## src/common/lsp_cfg.svh

```systemverilog
// constants for the lvds sample input port
//
// What this block does
// - capture data lanes on both word clock edges
// - msb lane 15 word mode, 7 byte mode
// - bus order flip reverses lane order first
// - frame rising sample resets fifo or syncs
// - frame falling sample may serve as parity
// - parity lane optional, ignored when unchecked
// - converter clock rise samples strobe, aligns pointers
// - transmit on when gate bit or pin high
// - transmit off forces datapath zero, drops input
// - alarm active high, polarity bit inverts it
// - chip reset returns programming bits to default
// - sleep pin powers down with no clock
`ifndef LSP_CFG_SVH
`define LSP_CFG_SVH
`define LSP_LANES        16
`define LSP_BYTE_MSB     7
`define LSP_PTR_W        3
`define LSP_DIV_W        2
`define LSP_RST_WORD     1'b0
`define LSP_RST_REV      1'b0
`define LSP_RST_TXGATE   1'b0
`define LSP_RST_ALMPOL   1'b0
`define LSP_RST_PCHK     1'b0
`define LSP_RST_BPAR     1'b0
`define LSP_RST_FRMODE   1'b0
`define LSP_RST_DUALSYNC 1'b0
`endif

```

## src/common/lsp_pkg.sv

```systemverilog
// types shared by the lvds sample input port
package lsp_pkg;
  typedef enum logic [1:0] {
    LSP_FR_FIFO_RESET = 2'b01,
    LSP_FR_SYNC       = 2'b10
  } lsp_frame_use_t;
  typedef logic [15:0] lsp_word_t;
endpackage

```

## src/common/lsp_cap_if.sv

```systemverilog
// captured lane samples from the pin capture stage to the core
`timescale 1ns/1ps
`default_nettype none
interface lsp_cap_if;
  logic [15:0] lanes;
  logic        rise_stb;
  logic        fall_stb;
  logic        frame_bit;
  logic        parity_bit;
  logic        sync_bit;
  modport cap  (output lanes, rise_stb, fall_stb, frame_bit, parity_bit,
                output sync_bit);
  modport core (input lanes, rise_stb, fall_stb, frame_bit, parity_bit,
                input sync_bit);
endinterface
`default_nettype wire

```

## src/lsp_pin_capture.sv

```systemverilog
// double edge pin capture of lanes, frame, parity and sync
`timescale 1ns/1ps
`default_nettype none
module lsp_pin_capture
  import lsp_pkg::*;
(
  input  wire logic        clk,
  input  wire logic        rst_b,
  input  wire logic        input_word_clock,
  input  wire logic [15:0] data_lanes,
  input  wire logic        frame_marker,
  input  wire logic        parity_lane,
  input  wire logic        sync_lane,
  lsp_cap_if.cap           cap
);
  // ****************************************
  // synchronisers
  // ****************************************
  // the word clock is oversampled; it must run well below clk/4
  logic [19:0] s1_q;
  logic [19:0] s2_q;
  logic        wclk_prev_q;
  always_ff @(posedge clk or negedge rst_b)
  begin
    if (!rst_b)
    begin
      s1_q <= 20'h00000;
      s2_q <= 20'h00000;
    end
    else
    begin
      s1_q <= {input_word_clock, sync_lane, parity_lane, frame_marker,
               data_lanes};
      s2_q <= s1_q;
    end
  end
  always_ff @(posedge clk or negedge rst_b)
  begin
    if (!rst_b)
      wclk_prev_q <= 1'b0;
    else
      wclk_prev_q <= s2_q[19];
  end
  // ****************************************
  // edge capture
  // ****************************************
  logic rise_d;
  logic fall_d;
  assign rise_d = s2_q[19] & ~wclk_prev_q;
  assign fall_d = ~s2_q[19] & wclk_prev_q;
  always_ff @(posedge clk or negedge rst_b)
  begin
    if (!rst_b)
    begin
      cap.lanes      <= 16'h0000;
      cap.frame_bit  <= 1'b0;
      cap.parity_bit <= 1'b0;
      cap.sync_bit   <= 1'b0;
    end
    else if (rise_d || fall_d)
    begin
      cap.lanes      <= s2_q[15:0];
      cap.frame_bit  <= s2_q[16];
      cap.parity_bit <= s2_q[17];
      cap.sync_bit   <= s2_q[18];
    end
  end
  always_ff @(posedge clk or negedge rst_b)
  begin
    if (!rst_b)
    begin
      cap.rise_stb <= 1'b0;
      cap.fall_stb <= 1'b0;
    end
    else
    begin
      cap.rise_stb <= rise_d;
      cap.fall_stb <= fall_d;
    end
  end
  chk_rise_capture: assert property (@(posedge clk) disable iff (!rst_b)
    (s2_q[19] && !wclk_prev_q) |=> cap.rise_stb && !cap.fall_stb
      && cap.lanes == $past(s2_q[15:0]))
    else $error("rising word clock edge not captured");
  chk_fall_capture: assert property (@(posedge clk) disable iff (!rst_b)
    (!s2_q[19] && wclk_prev_q) |=> cap.fall_stb
      && cap.frame_bit == $past(s2_q[16]))
    else $error("falling word clock edge not captured");
endmodule
`default_nettype wire

```

## src/lsp_strobe_align.sv

```systemverilog
// converter clock side: strobe sampling, divider and read pointer
`timescale 1ns/1ps
`include "lsp_cfg.svh"
`default_nettype none
module lsp_strobe_align
  import lsp_pkg::*;
(
  input  wire logic                      clk,
  input  wire logic                      rst_b,
  input  wire logic                      converter_clock,
  input  wire logic                      output_strobe,
  input  wire logic                      dual_sync,
  output logic [`LSP_PTR_W-1:0]          rd_ptr_q,
  output logic [`LSP_DIV_W-1:0]          div_phase_q,
  output logic                           align_q
);
  // ****************************************
  // synchronisers and edge
  // ****************************************
  logic [1:0] s1_q;
  logic [1:0] s2_q;
  logic       cclk_prev_q;
  logic       cclk_rise;
  always_ff @(posedge clk or negedge rst_b)
  begin
    if (!rst_b)
    begin
      s1_q        <= 2'h0;
      s2_q        <= 2'h0;
      cclk_prev_q <= 1'b0;
    end
    else
    begin
      s1_q        <= {converter_clock, output_strobe};
      s2_q        <= s1_q;
      cclk_prev_q <= s2_q[1];
    end
  end
  assign cclk_rise = s2_q[1] & ~cclk_prev_q;
  // ****************************************
  // divider and read pointer
  // ****************************************
  always_ff @(posedge clk or negedge rst_b)
  begin
    if (!rst_b)
    begin
      div_phase_q <= '0;
      rd_ptr_q    <= '0;
      align_q     <= 1'b0;
    end
    else
    begin
      align_q <= cclk_rise & s2_q[0] & dual_sync;
      if (cclk_rise && s2_q[0] && dual_sync)
      begin
        div_phase_q <= '0;
        rd_ptr_q    <= '0;
      end
      else if (cclk_rise)
      begin
        div_phase_q <= div_phase_q + 1'b1;
        if (div_phase_q == {`LSP_DIV_W{1'b1}})
          rd_ptr_q <= rd_ptr_q + 1'b1;
      end
    end
  end
  chk_strobe_align: assert property (@(posedge clk) disable iff (!rst_b)
    (cclk_rise && s2_q[0] && dual_sync) |=> align_q
      && rd_ptr_q == 3'h0 && div_phase_q == 2'h0)
    else $error("output strobe did not realign pointers");
  chk_strobe_single: assert property (@(posedge clk) disable iff (!rst_b)
    !dual_sync |=> !align_q)
    else $error("strobe aligned outside dual sync mode");
endmodule
`default_nettype wire

```

## src/lsp_lvds_rx.sv

```systemverilog
// lvds sample input port: configuration, assembly, gating, checks
`timescale 1ns/1ps
`include "lsp_cfg.svh"
`default_nettype none
module lsp_lvds_rx
  import lsp_pkg::*;
(
  input  wire logic                 clk,
  input  wire logic                 rst_b,
  input  wire logic                 input_word_clock,
  input  wire logic [15:0]          data_lanes,
  input  wire logic                 frame_marker,
  input  wire logic                 parity_lane,
  input  wire logic                 sync_lane,
  input  wire logic                 converter_clock,
  input  wire logic                 output_strobe,
  input  wire logic                 chip_reset_n,
  input  wire logic                 sleep_pin,
  input  wire logic                 tx_gate_pin,
  input  wire logic                 cfg_load,
  input  wire logic                 cfg_word_mode,
  input  wire logic                 cfg_rev_bus,
  input  wire logic                 cfg_tx_gate,
  input  wire logic                 cfg_alarm_low,
  input  wire logic                 cfg_parity_chk,
  input  wire logic                 cfg_block_par,
  input  wire logic                 cfg_frame_sync,
  input  wire logic                 cfg_dual_sync,
  input  wire logic                 alarm_clear,
  output lsp_word_t                 i_sample_q,
  output lsp_word_t                 q_sample_q,
  output logic                      sample_valid_q,
  output logic                      fifo_reset_q,
  output logic                      sync_event_q,
  output logic [`LSP_PTR_W-1:0]     wr_ptr_q,
  output logic [`LSP_PTR_W-1:0]     rd_ptr,
  output logic [`LSP_DIV_W-1:0]     div_phase,
  output logic                      strobe_align,
  output logic                      parity_err_q,
  output logic                      tx_active,
  output logic                      alarm_pin,
  output logic                      power_down
);
  lsp_cap_if cap_bus ();

  lsp_pin_capture u_cap (
    .clk              (clk),
    .rst_b            (rst_b),
    .input_word_clock (input_word_clock),
    .data_lanes       (data_lanes),
    .frame_marker     (frame_marker),
    .parity_lane      (parity_lane),
    .sync_lane        (sync_lane),
    .cap              (cap_bus.cap)
  );

  logic dual_sync_q;
  lsp_strobe_align u_align (
    .clk             (clk),
    .rst_b           (rst_b),
    .converter_clock (converter_clock),
    .output_strobe   (output_strobe),
    .dual_sync       (dual_sync_q),
    .rd_ptr_q        (rd_ptr),
    .div_phase_q     (div_phase),
    .align_q         (strobe_align)
  );

  // ****************************************
  // pin synchronisers
  // ****************************************
  logic [1:0] ps1_q;
  logic [1:0] ps2_q;
  logic       chip_rst_n_s;
  logic       tx_pin_s;
  always_ff @(posedge clk or negedge rst_b)
  begin
    if (!rst_b)
    begin
      // chip reset pin idles high, so no spurious chip reset after rst_b
      ps1_q <= 2'h2;
      ps2_q <= 2'h2;
    end
    else
    begin
      ps1_q <= {chip_reset_n, tx_gate_pin};
      ps2_q <= ps1_q;
    end
  end
  assign chip_rst_n_s = ps2_q[1];
  assign tx_pin_s     = ps2_q[0];

  // ****************************************
  // programming bits
  // ****************************************
  logic word_mode_q;
  logic rev_bus_q;
  logic tx_gate_q;
  logic alarm_low_q;
  logic parity_chk_q;
  logic block_par_q;
  lsp_frame_use_t frame_use_q;
  // chip reset acts on the clock, so a reset held under one clk is lost if no clk rising edge falls inside it
  always_ff @(posedge clk or negedge rst_b)
  begin
    if (!rst_b)
    begin
      word_mode_q  <= `LSP_RST_WORD;
      rev_bus_q    <= `LSP_RST_REV;
      tx_gate_q    <= `LSP_RST_TXGATE;
      alarm_low_q  <= `LSP_RST_ALMPOL;
      parity_chk_q <= `LSP_RST_PCHK;
      block_par_q  <= `LSP_RST_BPAR;
      frame_use_q  <= LSP_FR_FIFO_RESET;
      dual_sync_q  <= `LSP_RST_DUALSYNC;
    end
    else if (!chip_rst_n_s)
    begin
      word_mode_q  <= `LSP_RST_WORD;
      rev_bus_q    <= `LSP_RST_REV;
      tx_gate_q    <= `LSP_RST_TXGATE;
      alarm_low_q  <= `LSP_RST_ALMPOL;
      parity_chk_q <= `LSP_RST_PCHK;
      block_par_q  <= `LSP_RST_BPAR;
      frame_use_q  <= LSP_FR_FIFO_RESET;
      dual_sync_q  <= `LSP_RST_DUALSYNC;
    end
    else if (cfg_load)
    begin
      word_mode_q  <= cfg_word_mode;
      rev_bus_q    <= cfg_rev_bus;
      tx_gate_q    <= cfg_tx_gate;
      alarm_low_q  <= cfg_alarm_low;
      parity_chk_q <= cfg_parity_chk;
      block_par_q  <= cfg_block_par;
      frame_use_q  <= cfg_frame_sync ? LSP_FR_SYNC : LSP_FR_FIFO_RESET;
      dual_sync_q  <= cfg_dual_sync;
    end
  end

  // ****************************************
  // lane order and word assembly
  // ****************************************
  lsp_word_t lanes_rev;
  lsp_word_t lanes_use;
  genvar gi;
  generate
    for (gi = 0; gi < `LSP_LANES; gi++)
    begin : g_rev
      // byte mode mirrors only lanes 7..0, upper lanes read as zero
      if (gi <= `LSP_BYTE_MSB)
        assign lanes_rev[gi] = word_mode_q ?
          cap_bus.lanes[`LSP_LANES-1-gi] : cap_bus.lanes[`LSP_BYTE_MSB-gi];
      else
        assign lanes_rev[gi] = word_mode_q ?
          cap_bus.lanes[`LSP_LANES-1-gi] : 1'b0;
    end
  endgenerate
  always_comb
  begin
    lanes_use = rev_bus_q ? lanes_rev : cap_bus.lanes;
    if (!word_mode_q)
      lanes_use[15:8] = 8'h00;
  end

  assign tx_active = tx_gate_q | tx_pin_s;

  // byte mode: high byte on the rise, low byte on the fall, then i, q
  logic [7:0] hi_byte_q;
  logic       byte_q_sel_q;
  logic       frame_rise;
  logic       frame_fall;
  assign frame_rise = cap_bus.rise_stb & cap_bus.frame_bit;
  assign frame_fall = cap_bus.fall_stb;
  always_ff @(posedge clk or negedge rst_b)
  begin
    if (!rst_b)
    begin
      i_sample_q     <= 16'h0000;
      q_sample_q     <= 16'h0000;
      hi_byte_q      <= 8'h00;
      byte_q_sel_q   <= 1'b0;
      sample_valid_q <= 1'b0;
    end
    else if (!tx_active)
    begin
      i_sample_q     <= 16'h0000;
      q_sample_q     <= 16'h0000;
      hi_byte_q      <= 8'h00;
      byte_q_sel_q   <= 1'b0;
      sample_valid_q <= 1'b0;
    end
    else
    begin
      sample_valid_q <= 1'b0;
      if (frame_rise)
        byte_q_sel_q <= 1'b0;
      if (word_mode_q)
      begin
        if (cap_bus.rise_stb)
          i_sample_q <= lanes_use;
        if (cap_bus.fall_stb)
        begin
          q_sample_q     <= lanes_use;
          sample_valid_q <= 1'b1;
        end
      end
      else
      begin
        if (cap_bus.rise_stb)
          hi_byte_q <= lanes_use[`LSP_BYTE_MSB:0];
        if (cap_bus.fall_stb)
        begin
          byte_q_sel_q <= ~byte_q_sel_q;
          if (byte_q_sel_q)
          begin
            q_sample_q     <= {hi_byte_q, lanes_use[7:0]};
            sample_valid_q <= 1'b1;
          end
          else
            i_sample_q <= {hi_byte_q, lanes_use[7:0]};
        end
      end
    end
  end

  // ****************************************
  // frame marker: fifo reset or sync source
  // ****************************************
  always_ff @(posedge clk or negedge rst_b)
  begin
    if (!rst_b)
    begin
      fifo_reset_q <= 1'b0;
      sync_event_q <= 1'b0;
      wr_ptr_q     <= '0;
    end
    else
    begin
      fifo_reset_q <= frame_rise && frame_use_q == LSP_FR_FIFO_RESET;
      sync_event_q <= frame_rise && frame_use_q == LSP_FR_SYNC;
      if (frame_rise && frame_use_q == LSP_FR_FIFO_RESET)
        wr_ptr_q <= '0;
      else if (tx_active && cap_bus.fall_stb)
        wr_ptr_q <= wr_ptr_q + 1'b1;
    end
  end

  // ****************************************
  // parity checks and alarm
  // ****************************************
  // block parity covers the rise word and the fall word of one cycle
  logic rise_par_q;
  logic block_bad;
  logic lane_bad;
  always_ff @(posedge clk or negedge rst_b)
  begin
    if (!rst_b)
      rise_par_q <= 1'b0;
    else if (cap_bus.rise_stb)
      rise_par_q <= ^cap_bus.lanes;
  end
  assign block_bad = frame_fall && block_par_q && tx_active &&
    (cap_bus.frame_bit != (rise_par_q ^ (^cap_bus.lanes)));
  // the parity lane is only looked at when checking is on
  assign lane_bad = (cap_bus.rise_stb || cap_bus.fall_stb) &&
    parity_chk_q && tx_active &&
    (cap_bus.parity_bit != (^lanes_use));
  always_ff @(posedge clk or negedge rst_b)
  begin
    if (!rst_b)
      parity_err_q <= 1'b0;
    else if (block_bad || lane_bad)
      parity_err_q <= 1'b1;
    else if (alarm_clear || !chip_rst_n_s)
      parity_err_q <= 1'b0;
  end
  assign alarm_pin = parity_err_q ^ alarm_low_q;

  // sleep bypasses every flop so it works with no clock at all
  assign power_down = sleep_pin;

  // ****************************************
  // checks
  // ****************************************
  chk_tx_zero: assert property (@(posedge clk) disable iff (!rst_b)
    !tx_active |=> i_sample_q == 16'h0000 && q_sample_q == 16'h0000
      && !sample_valid_q)
    else $error("datapath not zero while transmit is off");
  chk_tx_or: assert property (@(posedge clk) disable iff (!rst_b)
    (tx_gate_q || tx_pin_s) |-> tx_active)
    else $error("transmit off although gate bit or pin is high");
  chk_frame_fifo: assert property (@(posedge clk) disable iff (!rst_b)
    (frame_rise && frame_use_q == LSP_FR_FIFO_RESET)
      |=> fifo_reset_q && wr_ptr_q == 3'h0 && !sync_event_q)
    else $error("frame marker did not reset the fifo");
  chk_block_par: assert property (@(posedge clk) disable iff (!rst_b)
    block_bad |=> parity_err_q)
    else $error("block parity error not flagged");
  chk_lane_par: assert property (@(posedge clk) disable iff (!rst_b)
    !parity_chk_q && !block_par_q && !parity_err_q
      |=> !parity_err_q)
    else $error("parity flagged with checking off");
  chk_alarm_pol: assert property (@(posedge clk) disable iff (!rst_b)
    (!parity_err_q && !alarm_low_q) |-> !alarm_pin)
    else $error("alarm not active high by default");
  chk_chip_reset: assert property (@(posedge clk) disable iff (!rst_b)
    !chip_rst_n_s |=> !tx_gate_q && !rev_bus_q && !alarm_low_q
      && frame_use_q == LSP_FR_FIFO_RESET)
    else $error("chip reset left programming bits set");
  chk_word_msb: assert property (@(posedge clk) disable iff (!rst_b)
    (cap_bus.rise_stb && word_mode_q && !rev_bus_q && tx_active)
      |=> i_sample_q[15] == $past(cap_bus.lanes[15]))
    else $error("lane 15 not msb in word mode");
  chk_rev_lsb: assert property (@(posedge clk) disable iff (!rst_b)
    (cap_bus.rise_stb && word_mode_q && rev_bus_q && tx_active)
      |=> i_sample_q[0] == $past(cap_bus.lanes[15]))
    else $error("bus order flip not applied");
  chk_sleep: assert property (@(posedge clk) disable iff (!rst_b)
    sleep_pin |-> power_down)
    else $error("sleep pin did not power down");
endmodule
`default_nettype wire

```

## config.mk

```make
export PLATFORM = sky130hd
export DESIGN_NAME = lsp_lvds_rx
export DESIGN_NICKNAME = d
export VERILOG_FILES = /design/src/common/lsp_pkg.sv /design/src/common/lsp_cap_if.sv /design/src/lsp_pin_capture.sv /design/src/lsp_strobe_align.sv /design/src/lsp_lvds_rx.sv
export VERILOG_INCLUDE_DIRS = /design/src /design/src/common
export SDC_FILE = /design/constraint.sdc
export NUM_CORES = 1
export LEC_CHECK = 0
export ABC_AREA = 1
export BUFFER_PORTS_ARGS = -buffer_cell sky130_fd_sc_hd__buf_2
export CORE_MARGIN = 1
export CORE_UTILIZATION = 40
export DETAILED_ROUTE_END_ITERATION = 10
export PLACE_DENSITY_LB_ADDON = 0.2
export SLEW_MARGIN = 20
export SYNTH_ARGS = -nofsm -noshare
export SYNTH_HDL_FRONTEND = slang
export SYNTH_HIERARCHICAL = 1
export SYNTH_SLANG_ARGS = --single-unit
```

## constraint.sdc

```tcl
create_clock -name clk -period 4.4 [get_ports clk]
set_clock_uncertainty 0.15 [all_clocks]
set_input_delay 0.66 -clock clk [delete_from_list [all_inputs] [get_ports clk]]
set_output_delay 0.66 -clock clk [all_outputs]
set_load 0.1 [all_outputs]
```

Word-level counts from Yosys, hierarchy flattened

Index checks and enable logic that the tools add are counted.

Bits in registers: 134
Input bits: 37
Word-level logic and storage cells: 155

$add $sub $neg: 3
Eq/ne operators: 13
Mux-type cells: 66
Bitwise logic cells: 13
Reduce and logical (&&, ||, !) cells: 26

Operator list:

| cell                                                | number |
|---|---|
| 2-to-1 mux 16 bit                                   | 11 |
| 2-to-1 mux 1 bit                                    | 41 |
| 2-to-1 mux 8 bit                                    | 4 |
| XOR reduction 16 bit                                | 2 |
| 2-to-1 mux 3 bit                                    | 5 |
| logical AND 1 bit                                   | 11 |
| 2-to-1 mux 2 bit                                    | 5 |
| nonzero test 2 bit                                  | 4 |
| adder 3 x 1 -> 3 bit, second input constant         | 2 |
| bitwise AND 1 bit                                   | 6 |
| != test 3 x 1 -> 1 bit, second input constant       | 2 |
| AND reduction 2 bit                                 | 3 |
| equality test 2 bit, second input constant          | 2 |
| logical OR 1 bit                                    | 4 |
| != test 2 x 1 -> 1 bit, second input constant       | 2 |
| != test 2 bit, second input constant                | 2 |
| inverter 1 bit                                      | 4 |
| != test 3 x 2 -> 1 bit, second input constant       | 1 |
| != test 3 bit, second input constant                | 1 |
| AND reduction 3 bit                                 | 1 |
| adder 2 x 1 -> 2 bit, second input constant         | 1 |
| equality test 2 x 1 -> 1 bit, second input constant | 1 |
| != test 1 bit                                       | 2 |
| bitwise XOR 1 bit                                   | 2 |
| 2 further kinds                                     | 2 |

Longest topological paths before layout

Gate-level depths: netlist (run 1).

Depth in word-level cells: 8
Depth in mapped cells: 18

Modules after synthesis

The synthesis (run 1) kept the hierarchy.

By module, submodules not included:

| module           | instances | cells an instance | area each (sq um) | seq. area each (sq um) |
|---|---|---|---|---|
| lsp_lvds_rx      | 1         | 528               | 3743.6            | 1555.2 |
| lsp_pin_capture  | 1         | 127               | 1846.8            | 1551.5 |
| lsp_strobe_align | 1         | 42                | 429.2             | 275.3 |

Worst setup path after synthesis (run 1)

No wires, ideal clock.

Kind: reg-to-output
Start: register parity_err_q
End: output port alarm_pin
Arrival: 2.416 ns
Data required time: 3.590 ns
Path slack: 1.174 ns
Cell stages (with the launch flop): 2
Path buffers: 0
Path through: dfrtp_1 -> xor2_1

Word-level cells in the longest chain between the ends: 1

RTL lines:

| element                | line               | source |
|---|---|---|
| start, declared        | lsp_lvds_rx.sv:39  | `output logic parity_err_q,` |
| start signal, assigned | lsp_lvds_rx.sv:272 | `parity_err_q <= 1'b0;` |
| start signal, assigned | lsp_lvds_rx.sv:274 | `parity_err_q <= 1'b1;` |
| start signal, assigned | lsp_lvds_rx.sv:276 | `parity_err_q <= 1'b0;` |
| bitwise XOR 1 bit      | lsp_lvds_rx.sv:278 | `assign alarm_pin = parity_err_q ^ alarm_low_q;` |
| end, declared          | lsp_lvds_rx.sv:41  | `output logic alarm_pin,` |

Every way passes these cells.

Worst setup path after layout (run 1)

Start: register ps2_q[0]
End: output port tx_active

Word-level cells in the longest chain between the ends: 1

RTL lines:

| element                | line               | source |
|---|---|---|
| start, declared        | lsp_lvds_rx.sv:73  | `logic [1:0] ps2_q;` |
| start signal, assigned | lsp_lvds_rx.sv:87  | `ps2_q <= ps1_q;` |
| bitwise OR 1 bit       | lsp_lvds_rx.sv:166 | `assign tx_active = tx_gate_q \| tx_pin_s;` |
| end, declared          | lsp_lvds_rx.sv:40  | `output logic tx_active,` |

Every way passes these cells.

==> metrics.md, run 1 <==
| Metric | Value |
|---|---|
| Post-CTS Hold Fix Bufs | `0` |
| Clk_lat worst skew | `between 0.4 and 0.5 ns` |
| Status | `complete, no violations` |
| I/O Buffers | `81` |
| All-layer global routing usage | `between 15 and 20%` |
| Number of antenna diodes | `0` |
| Crit start category | `register` |
| H-tree lvl count | `4` |
| 1st-iter DRT viols | `about 230` |
| Pin count of the biggest net entering global routing | `69` |
| Syn avg cell area | `around 8.6 sq um` |
| Initial Util | `41.0%` |
| RD Place Congestion | `~0.84` |
| Maximum clock path buffer count | `2` |
| Share of layout cells above drive strength 1 | `19.2%` |
| Detailed placement HPWL | `roughly 9000 um` |
| WP data arrival | `roughly 1.9 ns` |
| Commonest non-fill, non-tap cell in the layout | `nand2_1` |
| Int Pwr | `~2.6 mW` |
| Min cycle time layout | `roughly 2.7 ns` |
| Period Utilization, post-route | `a little over three fifths` |
| Postcts setup bufs | `0` |
| Fin. max-slew vios | `0` |
| Least-Margin Pin Slew | `a little under 1 ns` |
| Crit path max-delay cell type | `nor2_1` |
| Register share of total power | `between 30 and 40%` |
| Avg Vias per Cell | `roughly 4.8` |
| Crit-path cells | `nor2_1 > inv_1 > buf_4 > buf_2` |
| Root cell of the clock tree | `clkbuf_16` |
| Net Sw Power | `1.45 mW` |
| P per Cell Area | `576 nW/um^2` |
| Cells after synthesis | `about 700` |
| Syn Nets | `733` |
| Maximum fanout along the worst path | `18` |
| Critical path class | `reg2out` |
| Upper clock frequency limit | `around 360 MHz` |
| Final hold vios | `0` |
| Overall die width | `between 100 and 150 um` |
| Setup violations, final | `0` |
| Final TNS setup | `0 ns` |
| YS warnings | `6` |
| CTS tree | `built` |
| Routed WL per cell | `between 10 and 15 um` |
| Die Area | `~15000 sq um` |
| Worst Path Required | `between 3 and 4 ns` |
| Post-Route WL | `~12000 um` |
| Num CTS Buffers | `17` |
| Post-Route Utilization | `48.8%` |
| Fin nets | `roughly 810` |
| CP max stage delay | `~0.37 ns` |
| Switching part of the total | `a little over a third` |
| Via count | `between 4000 and 5000` |
| Rel. slew slack | `a little over a third` |
| Max_cap viols | `0` |
| Residual DRC | `0` |
| Peak VDD IR | `around 0.27 mV` |
| Initial antenna violation count | `0` |
| CTS clock-pin slew for the worst setup and hold paths | `0.06 ns` |
| Core area | `about 14000 sq um` |
| First-pass GRT wire length | `20900 um` |
| Synthesized cell area | `~5900 sq um` |
| Vias in the first global route | `roughly 4500` |
| Tightest Hold Check Type | `in2async` |
| Clock power frac | `a little under two fifths` |
| Area grow syn2layout | `19.2%` |
| Count of TritonRoute iterations in the first routing pass | `5` |
| DRT antenna net count | `0` |
| Crit end category | `output pin` |
| Logic pwr share | `between 20% and 30%` |
| Fillers | `roughly 1300` |
| CTS-repair resized insts | `0` |
| Core Rows | `between 40 and 50` |
| Chip Height | `between 100 and 150 um` |
| Sink Count | `between 100 and 150` |
| Total global routing overflow | `0` |
| Io pins | `85` |
| LEAKAGE | `3.71 nW` |
| Most frequent cells in the layout | `nand2_1 (276), dfrtp_1 (129), buf_2 (80), inv_1 (67), nand3_1 (43)` |
| RSZ-0062 raised after global routing | `no` |
## critical path: cells and delay by family (launching register included)
family,cells,cell delay (ns)
flip-flops,1,0.36
buffers and inverters,3,0.79
AND/OR/NAND/NOR,1,0.37
## power by group through the flow
stage	clock network, mW	logic [mW]	registers, mW
detailed placement	0	1.08	1.47
CTS	1.57	1.08	1.45
global route	1.63	1.19	1.47
finish	1.54	1.08	1.45
global placement	0	1.05	1.47
floorplan	0	0.473	1.87
## layer usage
metal | wire length (um) | vias up | GRT usage, %
met5 | 0 | - | 0
met4 | 365 | 0 | 9.26
met3 | 674 | 27 | 4.21
met2 | 5740 | 130 | 28.6
met1 | 5710 | 2138 | 22.2
li1 | - | 2318 | -
## cell type report
class,count,area (sq um),share of cell area [%]
timing repair buffer,85,450,6.37
inverter,73,279,3.95
clock buffer,19,453,6.41
clock inverter,12,204,2.88
tap,184,230,3.26
multi-input combinational,462,2150,30.4
sequential,132,3310,46.8
## final timing paths
check	start	endpoint	slack [ns]	cells past startpoint
worst max register to register	word_mode_q$_DFFE_PN0P_	i_sample_q[5]$_DFFE_PN0P_	1.81	5
worst max-delay path	ps2_q[0]$_DFF_PN0_	tx_active	1.65	4
worst min-delay path	rst_b	q_sample_q[11]$_DFFE_PN0P_	0.19	1
min in group clk	chip_reset_n	ps1_q[1]$_DFF_PN1_	0.19	1
worst min register to register	u_cap/s1_q[11]$_DFF_PN0_	u_cap/s2_q[11]$_DFF_PN0_	0.20	0
max in group asynchronous	rst_b	frame_use_q[0]$_DFFE_PN1P_	3.06	2
## sequential cells by signal, summed over array words and instances (netlist names), 2 cells and up
signal,cells
frame_use_q,2
hi_byte_q,8
i_sample_q,16
ps1_q,2
ps2_q,2
q_sample_q,16
u_align/div_phase_q,2
u_align/rd_ptr_q,3
u_align/s1_q,2
u_align/s2_q,2
u_cap/cap.lanes,16
u_cap/s1_q,19
u_cap/s2_q,19
wr_ptr_q,3
## stage by stage
step	hold slack, ns	cells	power (mW)	instance area (sq um)	setup WS, ns
floorplan	0.181	691	2.34	5930	1.17
global placement	0.182	936	2.52	6410	1.88
global route	0.176	967	4.29	7070	1.52
CTS	0.180	967	4.11	7070	1.61
detailed placement	0.185	936	2.56	6410	1.82
finish	0.192	967	4.07	7070	1.65
No activity file was read; power rests on OpenSTA's default activity.
==> run 2: changes to the inputs <==
--- a/config.mk
+++ b/config.mk
@@ -6,7 +6,7 @@
 export SDC_FILE = /design/constraint.sdc
 export NUM_CORES = 1
 export LEC_CHECK = 0
-export ABC_AREA = 1
+export ABC_AREA = 0
 export BUFFER_PORTS_ARGS = -buffer_cell sky130_fd_sc_hd__buf_2
 export CORE_MARGIN = 1
 export CORE_UTILIZATION = 40
==> constraint.sdc (replaced) <==
create_clock -name clk -period 2.8 [get_ports clk]
set_clock_uncertainty 0.15 [all_clocks]
set_input_delay 0.42 -clock clk [delete_from_list [all_inputs] [get_ports clk]]
set_output_delay 0.42 -clock clk [all_outputs]
set_load 0.1 [all_outputs]
==> run 2 against run 1 <==
  * Wire length down 24%
  * Critical path depth up 1
  * Design area down 4.0%
  * Combinational power up 54%
  * Sequential share of layout area up 2.0 points
  * Largest cell class unchanged
==> metrics.md, run 2 <==
| Metric | Value |
|---|---|
| Tightest Hold Check Type | `in2reg` |
| Least-Margin Pin Slew | `0.662 ns (-0.315 ns)` |
| Top Registers | `u_cap/s1_q: 19 flops, u_cap/s2_q: 19 flops` |
| Synthesized cell area | `5270 sq um (-11%)` |
| Final TNS setup | `0 ns (unchanged)` |
| Final instance area | `6790 sq um (-4.0%)` |
| Worst Path Required | `2.99 ns (-0.60 ns)` |
| Routed WL per cell | `13.1 um (+1.5%)` |
| Worst setup margin | `0.566 ns (-1.09 ns)` |
| Core Rows | `41 (-6.8%)` |
| Min cycle time layout | `between 2 and 2.5 ns` |
| Sink Count | `132 (unchanged)` |
| DRT antenna net count | `0 (unchanged)` |
| Residual DRC | `0 (unchanged)` |
| Final hold vios | `0 (unchanged)` |
| Reg2reg path depth | `5 (unchanged)` |
| Setup violations, final | `0 (unchanged)` |
| P per Cell Area | `945 nW/um^2 (+64%)` |
| Delay-heaviest family, CP | `simple AND/OR/NAND/NOR gates` |
| Die Area | `13600 sq um (-11%)` |
| YS warnings | `6 (unchanged)` |
| First-pass GRT wire length | `15800 um (-24%)` |
| Multi-input logic area | `1840 sq um (-14%)` |
| Cells after synthesis | `427 (-38%)` |
| Overall die width | `117 um (-5.7%)` |
| Syn Nets | `469 (-36%)` |
| CP max stage delay | `0.58 ns (+0.21 ns)` |
| Status | `complete, no violations` |
| CP bufs+invs | `0 (-3)` |
| Post-Route WL | `9480 um (-24%)` |
| Critical path class | `reg2reg` |
| CTS tree | `built` |
| Pin count of the biggest net entering global routing | `69 (unchanged)` |
| Storage cell area | `3310 sq um (unchanged)` |
| Maximum fanout along the worst path | `18 (unchanged)` |
| Period Utilization, post-route | `approximately 80%` |
| Number of antenna diodes | `0 (unchanged)` |
| Initial Util | `41.4% (+0.43 points)` |
| Crit start category | `register` |
| Syn avg cell area | `12.3 sq um (+44%)` |
| All-layer global routing usage | `15.7% (-2.1 points)` |
| Crit end category | `register` |
| Area grow syn2layout | `28.8%` |
| Num CTS Buffers | `17 (unchanged)` |
| Fin nets | `580 (-29%)` |
| RSZ-0062 raised after global routing | `no` |
| Detailed placement HPWL | `6550 um (-26%)` |
| RD Place Congestion | `0.748 (-11%)` |
| Critical path depth in cells | `5 (+1)` |
| Share of layout cells above drive strength 1 | `27.4% (+8.2 points)` |
| Placed Area | `5870 sq um (-8.5%)` |
| Rel. slew slack | `55.8% (+21 points)` |
| Via count | `3332 (-28%)` |
| I/O Buffers | `81 (unchanged)` |
| Dpl ws | `0.548 ns (-1.27 ns)` |
| Fillers | `1148 (-14%)` |
| Total design power | `6.41 mW (+58%)` |
| Root cell of the clock tree | `clkbuf_16` |
| Postcts setup bufs | `0 (unchanged)` |
| Core area | `12700 sq um (-12%)` |
| Hold path cells | `4` |
| Total global routing overflow | `0 (unchanged)` |
| Clk_lat worst skew | `0.41 ns (about the same)` |
| Most frequent cells in the layout | `dfrtp_1 (129), buf_2 (80), nand2_1 (49), nor2_1 (39), mux2i_1 (31)` |
| Upper clock frequency limit | `roughly 450 MHz` |
| H-tree lvl count | `4 (unchanged)` |
| Fin. max-slew vios | `0 (unchanged)` |
| LEAKAGE | `3.22 nW (-13%)` |
| Commonest non-fill, non-tap cell in the layout | `dfrtp_1` |
| Peak VDD IR | `0.423 mV (+57%)` |
| Avg Vias per Cell | `4.61 (-3.4%)` |
| Crit-path cells | `nand2b_1 > or2_1 > and3_1 > nor2_1 > a22o_1` |
| Vias in the first global route | `3247 (-28%)` |
| Chip Height | `117 um (-5.7%)` |
| Maximum clock path buffer count | `2 (unchanged)` |
| CTS clock-pin slew for the worst setup and hold paths | `0.05 ns (about the same)` |
| Initial antenna violation count | `0 (unchanged)` |
| Count of TritonRoute iterations in the first routing pass | `4 (-1)` |
| WP data arrival | `2.43 ns (+0.49 ns)` |
| Io pins | `85 (unchanged)` |
| 1st-iter DRT viols | `158 (-32%)` |
| Crit path max-delay cell type | `nor2_1` |
| Max_cap viols | `0 (unchanged)` |
[run 2: worst paths after layout]
| kind | slack [ns] | endpoint | startpoint |
|---|---|---|---|
| worst max-delay path | 0.57 | i_sample_q[6]$_DFFE_PN0P_ | u_cap/cap.fall_stb$_DFF_PN0_ |
| worst min-delay path | 0.12 | frame_use_q[0]$_DFFE_PN1P_ | cfg_frame_sync |
| worst max register to register | 0.57 | i_sample_q[6]$_DFFE_PN0P_ | u_cap/cap.fall_stb$_DFF_PN0_ |
| worst min register to register | 0.19 | u_cap/s2_q[10]$_DFF_PN0_ | u_cap/s1_q[10]$_DFF_PN0_ |
| max in group asynchronous | 1.37 | frame_use_q[0]$_DFFE_PN1P_ | rst_b |
| min in group asynchronous | 0.36 | q_sample_q[15]$_DFFE_PN0P_ | rst_b |
[run 2: final cells by class]
cell class	instances	area share, %
inverters	5	0.277
clock inverters	7	2.43
clock buffers	25	7.60
flip-flops and latches	132	48.7
repair buffers	114	10.7
multi-input cells	268	27.1
well taps	172	3.17
[run 2: worst min-delay path: stages]
cell and delay [ns]:
buf_2 0.08, nand2_1 0.05, o21ai_0 0.07, nand2_1 0.06
[run 2: per-layer routing]
metal | global-route usage [%] | share of wire, %
met3 | 5.03 | 3.7
met1 | 20.6 | 49
met4 | 8.10 | 1.7
met2 | 23.4 | 46
met5 | 0 | 0
[run 2: what timing repair did]
action / CTS / global route
gates resized for setup: 0 / 0
hold buffers: 24 / 0
endpoints found under the hold margin: 58 / 0
endpoints found under the setup margin: 0 / 0
[run 2: report_power, final]
group / switching, mW / internal (mW)
registers: 0.167 / 2.11
logic: 1.16 / 0.503
clock network: 0.755 / 1.72
total: 2.08 / 4.33
[run 2: stage by stage]
step | util (%) | std cells | hold WS, ns
2_1_floorplan | - | 427 | -0.0256
3_3_place_gp | 46.1 | 667 | 0.184
3_5_place_dp | 46.1 | 667 | 0.185
4_1_cts | 53.3 | 723 | 0.104
5_1_grt | 53.3 | 723 | 0.138
6_report | 53.3 | 723 | 0.124
==> run 3: changes to the inputs <==
==> constraint.sdc (replaced) <==
create_clock -name clk -period 2.3 [get_ports clk]
set_clock_uncertainty 0.15 [all_clocks]
set_input_delay 0.345 -clock clk [delete_from_list [all_inputs] [get_ports clk]]
set_output_delay 0.345 -clock clk [all_outputs]
set_load 0.1 [all_outputs]
==> run 3 against run 2 <==
  * Largest cell class unchanged
  * Die area stayed put
  * Largest power group is now sequential cells
  * Total power is 16% higher
  * Worst hold slack worse by 0.092 ns
==> metrics.md, run 3 (synthesized netlist as in run 2, its figures left out) <==
| Metric | Value |
|---|---|
| RD Place Congestion | `0.734 (-1.8%)` |
| Min cycle time layout | `2.13 ns (-0.105 ns)` |
| Initial Util | `41.4% (unchanged)` |
| Core area | `12700 sq um (unchanged)` |
| Crit start category | `register` |
| CP startpoint | `u_cap/cap.lanes[3]$_DFFE_PN0P_` |
| Final TNS setup | `0 ns (unchanged)` |
| Post-Route WL | `9610 um (+1.4%)` |
| Area grow syn2layout | `28.3%` |
| Setup violations, final | `0 (unchanged)` |
| Residual DRC | `0 (unchanged)` |
| Clock power frac | `34.9% (-3.7 points)` |
| Worst Path Required | `2.44 ns (-0.55 ns)` |
| Worst Setup EP | `parity_err_q$_DFFE_PN0P_` |
| DRT antenna net count | `0 (unchanged)` |
| H-tree lvl count | `4 (unchanged)` |
| Final hold vios | `0 (unchanged)` |
| Rel. slew slack | `61.3% (+5.4 points)` |
| Overall die width | `117 um (unchanged)` |
| Count of TritonRoute iterations in the first routing pass | `4 (unchanged)` |
| Critical path class | `reg2reg` |
| Maximum clock path buffer count | `2 (unchanged)` |
| Dpl ws | `0.114 ns (-0.435 ns)` |
| Reg2Reg Capture Point | `parity_err_q$_DFFE_PN0P_` |
| First-pass GRT wire length | `16200 um (+2.4%)` |
| P per Cell Area | `1100 nW/um^2 (+16%)` |
| Root cell of the clock tree | `clkbuf_16` |
| Chip Height | `117 um (unchanged)` |
| Detailed placement HPWL | `6600 um (+0.62%)` |
| Total global routing overflow | `0 (unchanged)` |
| Pin count of the biggest net entering global routing | `45 (-35%)` |
| LEAKAGE | `3.20 nW (-0.58%)` |
| Worst flop-to-flop path startpoint | `u_cap/cap.lanes[3]$_DFFE_PN0P_` |
| WP data arrival | `2.27 ns (-0.16 ns)` |
| Hold Crit Start | `cfg_frame_sync` |
| Least-Margin Pin Slew | `0.581 ns (-0.0813 ns)` |
| Sink Count | `132 (unchanged)` |
| Top Registers | `u_cap/s1_q: 19 flops, u_cap/s2_q: 19 flops` |
| R2R Setup Slk | `0.17 ns (-0.40 ns)` |
| Vias in the first global route | `3333 (+2.6%)` |
| Avg Vias per Cell | `4.59 (-0.43%)` |
| Fin nets | `584 (+0.69%)` |
| I/O Buffers | `81 (unchanged)` |
| Switching part of the total | `35.1% (+2.7 points)` |
| Via count | `3336 (+0.12%)` |
| Most frequent cells in the layout | `dfrtp_1 (129), buf_2 (80), nand2_1 (49), nor2_1 (39), mux2i_1 (31)` |
| Postcts setup bufs | `0 (unchanged)` |
| Io pins | `85 (unchanged)` |
| Fin. max-slew vios | `0 (unchanged)` |
| Core Rows | `41 (unchanged)` |
| Status | `complete, no violations` |
| Routed WL per cell | `13.2 um (+0.82%)` |
| Peak VDD IR | `0.493 mV (+17%)` |
| Crit end category | `register` |
| Upper clock frequency limit | `470 MHz (+4.9%)` |
| Worst setup margin | `0.171 ns (-0.395 ns)` |
| CTS clock-pin slew for the worst setup and hold paths | `0.06 ns (about the same)` |
| Int Pwr | `4.81 mW (+11%)` |
| Share of layout cells above drive strength 1 | `28.3% (+0.88 points)` |
| Tightest Hold Check Type | `in2reg` |
| Clk_lat worst skew | `0.41 ns (about the same)` |
| Num CTS Buffers | `17 (unchanged)` |
| Initial antenna violation count | `0 (unchanged)` |
| Max_cap viols | `0 (unchanged)` |
| Reg2reg path depth | `7 (+2)` |
| CTS tree | `built` |
| Maximum fanout along the worst path | `5 (-13)` |
| Logic pwr share | `27.7% (+1.8 points)` |
| Net Sw Power | `2.60 mW (+25%)` |
| Period Utilization, post-route | `92.6% (+13 points)` |
| 1st-iter DRT viols | `100 (-37%)` |
| All-layer global routing usage | `16.0% (+0.30 points)` |
| Number of antenna diodes | `0 (unchanged)` |
| Commonest non-fill, non-tap cell in the layout | `dfrtp_1` |
| Register share of total power | `37.4% (+2.0 points)` |
| RSZ-0062 raised after global routing | `no` |
| Die Area | `13600 sq um (unchanged)` |
[run 3: cell count changes in the layout (fill, tap and decap cells not counted), moves of 2 or more]
cell        previous run  this run
bufinv_16              5         2
clkinv_2               0         4
buf_12                 1         3
clkbuf_8               6         1
buf_4                  9        11
clkinv_4               0         2
clkinvlp_4             2         5
[run 3: repair_timing]
action                                 in CTS  in global routing
setup endpoints to repair                   0                  1
endpoints found under the hold margin      57                  0
hold buffers                               24                  0
gates resized for setup                     0                  1
[run 3: metrics by stage]
step | util [%] | power [mW] | std cells | cell area, sq um | hold slack (ns)
after global placement | 46.6 | 4.80 | 671 | 5930 | 0.183
after detailed placement | 46.6 | 4.85 | 671 | 5930 | 0.185
after CTS | 53.1 | 7.49 | 727 | 6750 | 0.0188
final | 53.1 | 7.41 | 727 | 6760 | 0.0319
after global routing | 53.1 | 7.75 | 727 | 6760 | 0.0449
after floorplan | - | 4.45 | 427 | 5290 | -0.101
[run 3: worst min path at each step]
stage                                      end  slack, ns  cells past startpoint
finish              frame_use_q[0]$_DFFE_PN1P_       0.03                      4
global route        frame_use_q[0]$_DFFE_PN1P_       0.04                      4
CTS                 frame_use_q[0]$_DFFE_PN1P_       0.02                      4
detailed placement     u_cap/s2_q[2]$_DFF_PN0_       0.18                      0
global placement     u_align/s2_q[0]$_DFF_PN0_       0.18                      0
floorplan              alarm_low_q$_DFFE_PN0P_      -0.10                      0
[run 3: area by class of cell]
cell class | instances | area [sq um]
clock buffer | 19 | 443
timing repair buffer | 118 | 783
tap | 172 | 215
sequential | 132 | 3310
clock inverter | 13 | 135
fill | 1171 | 5960
inverter | 5 | 18.8
multi-input combinational | 268 | 1860
[run 3: power by group through the flow]
stage	sequential, mW	clock (mW)	combinational [mW]
final	2.77	2.59	2.05
after global routing	2.81	2.75	2.19
after CTS	2.77	2.64	2.07
after detailed placement	2.81	0	2.04
after global placement	2.80	0	2.00
after floorplan	3.58	0	0.876
[run 3: metal layers]
metal  share of wire, %  global-route usage [%]  routed length, um
met4                1.5                    8.44                145
met5                  0                       0                  0
met2                 47                    25.2               4520
met1                 47                    20.3               4560
met3                4.0                    4.31                382
[run 3: critical path, cell delays in order, from the launching register on]
cell and delay, ns:
dfrtp_1 0.45, xnor2_2 0.18, xnor2_2 0.16, xor2_1 0.15, mux2_2 0.27, xnor3_1 0.37, xnor2_1 0.20, o211ai_2 0.09
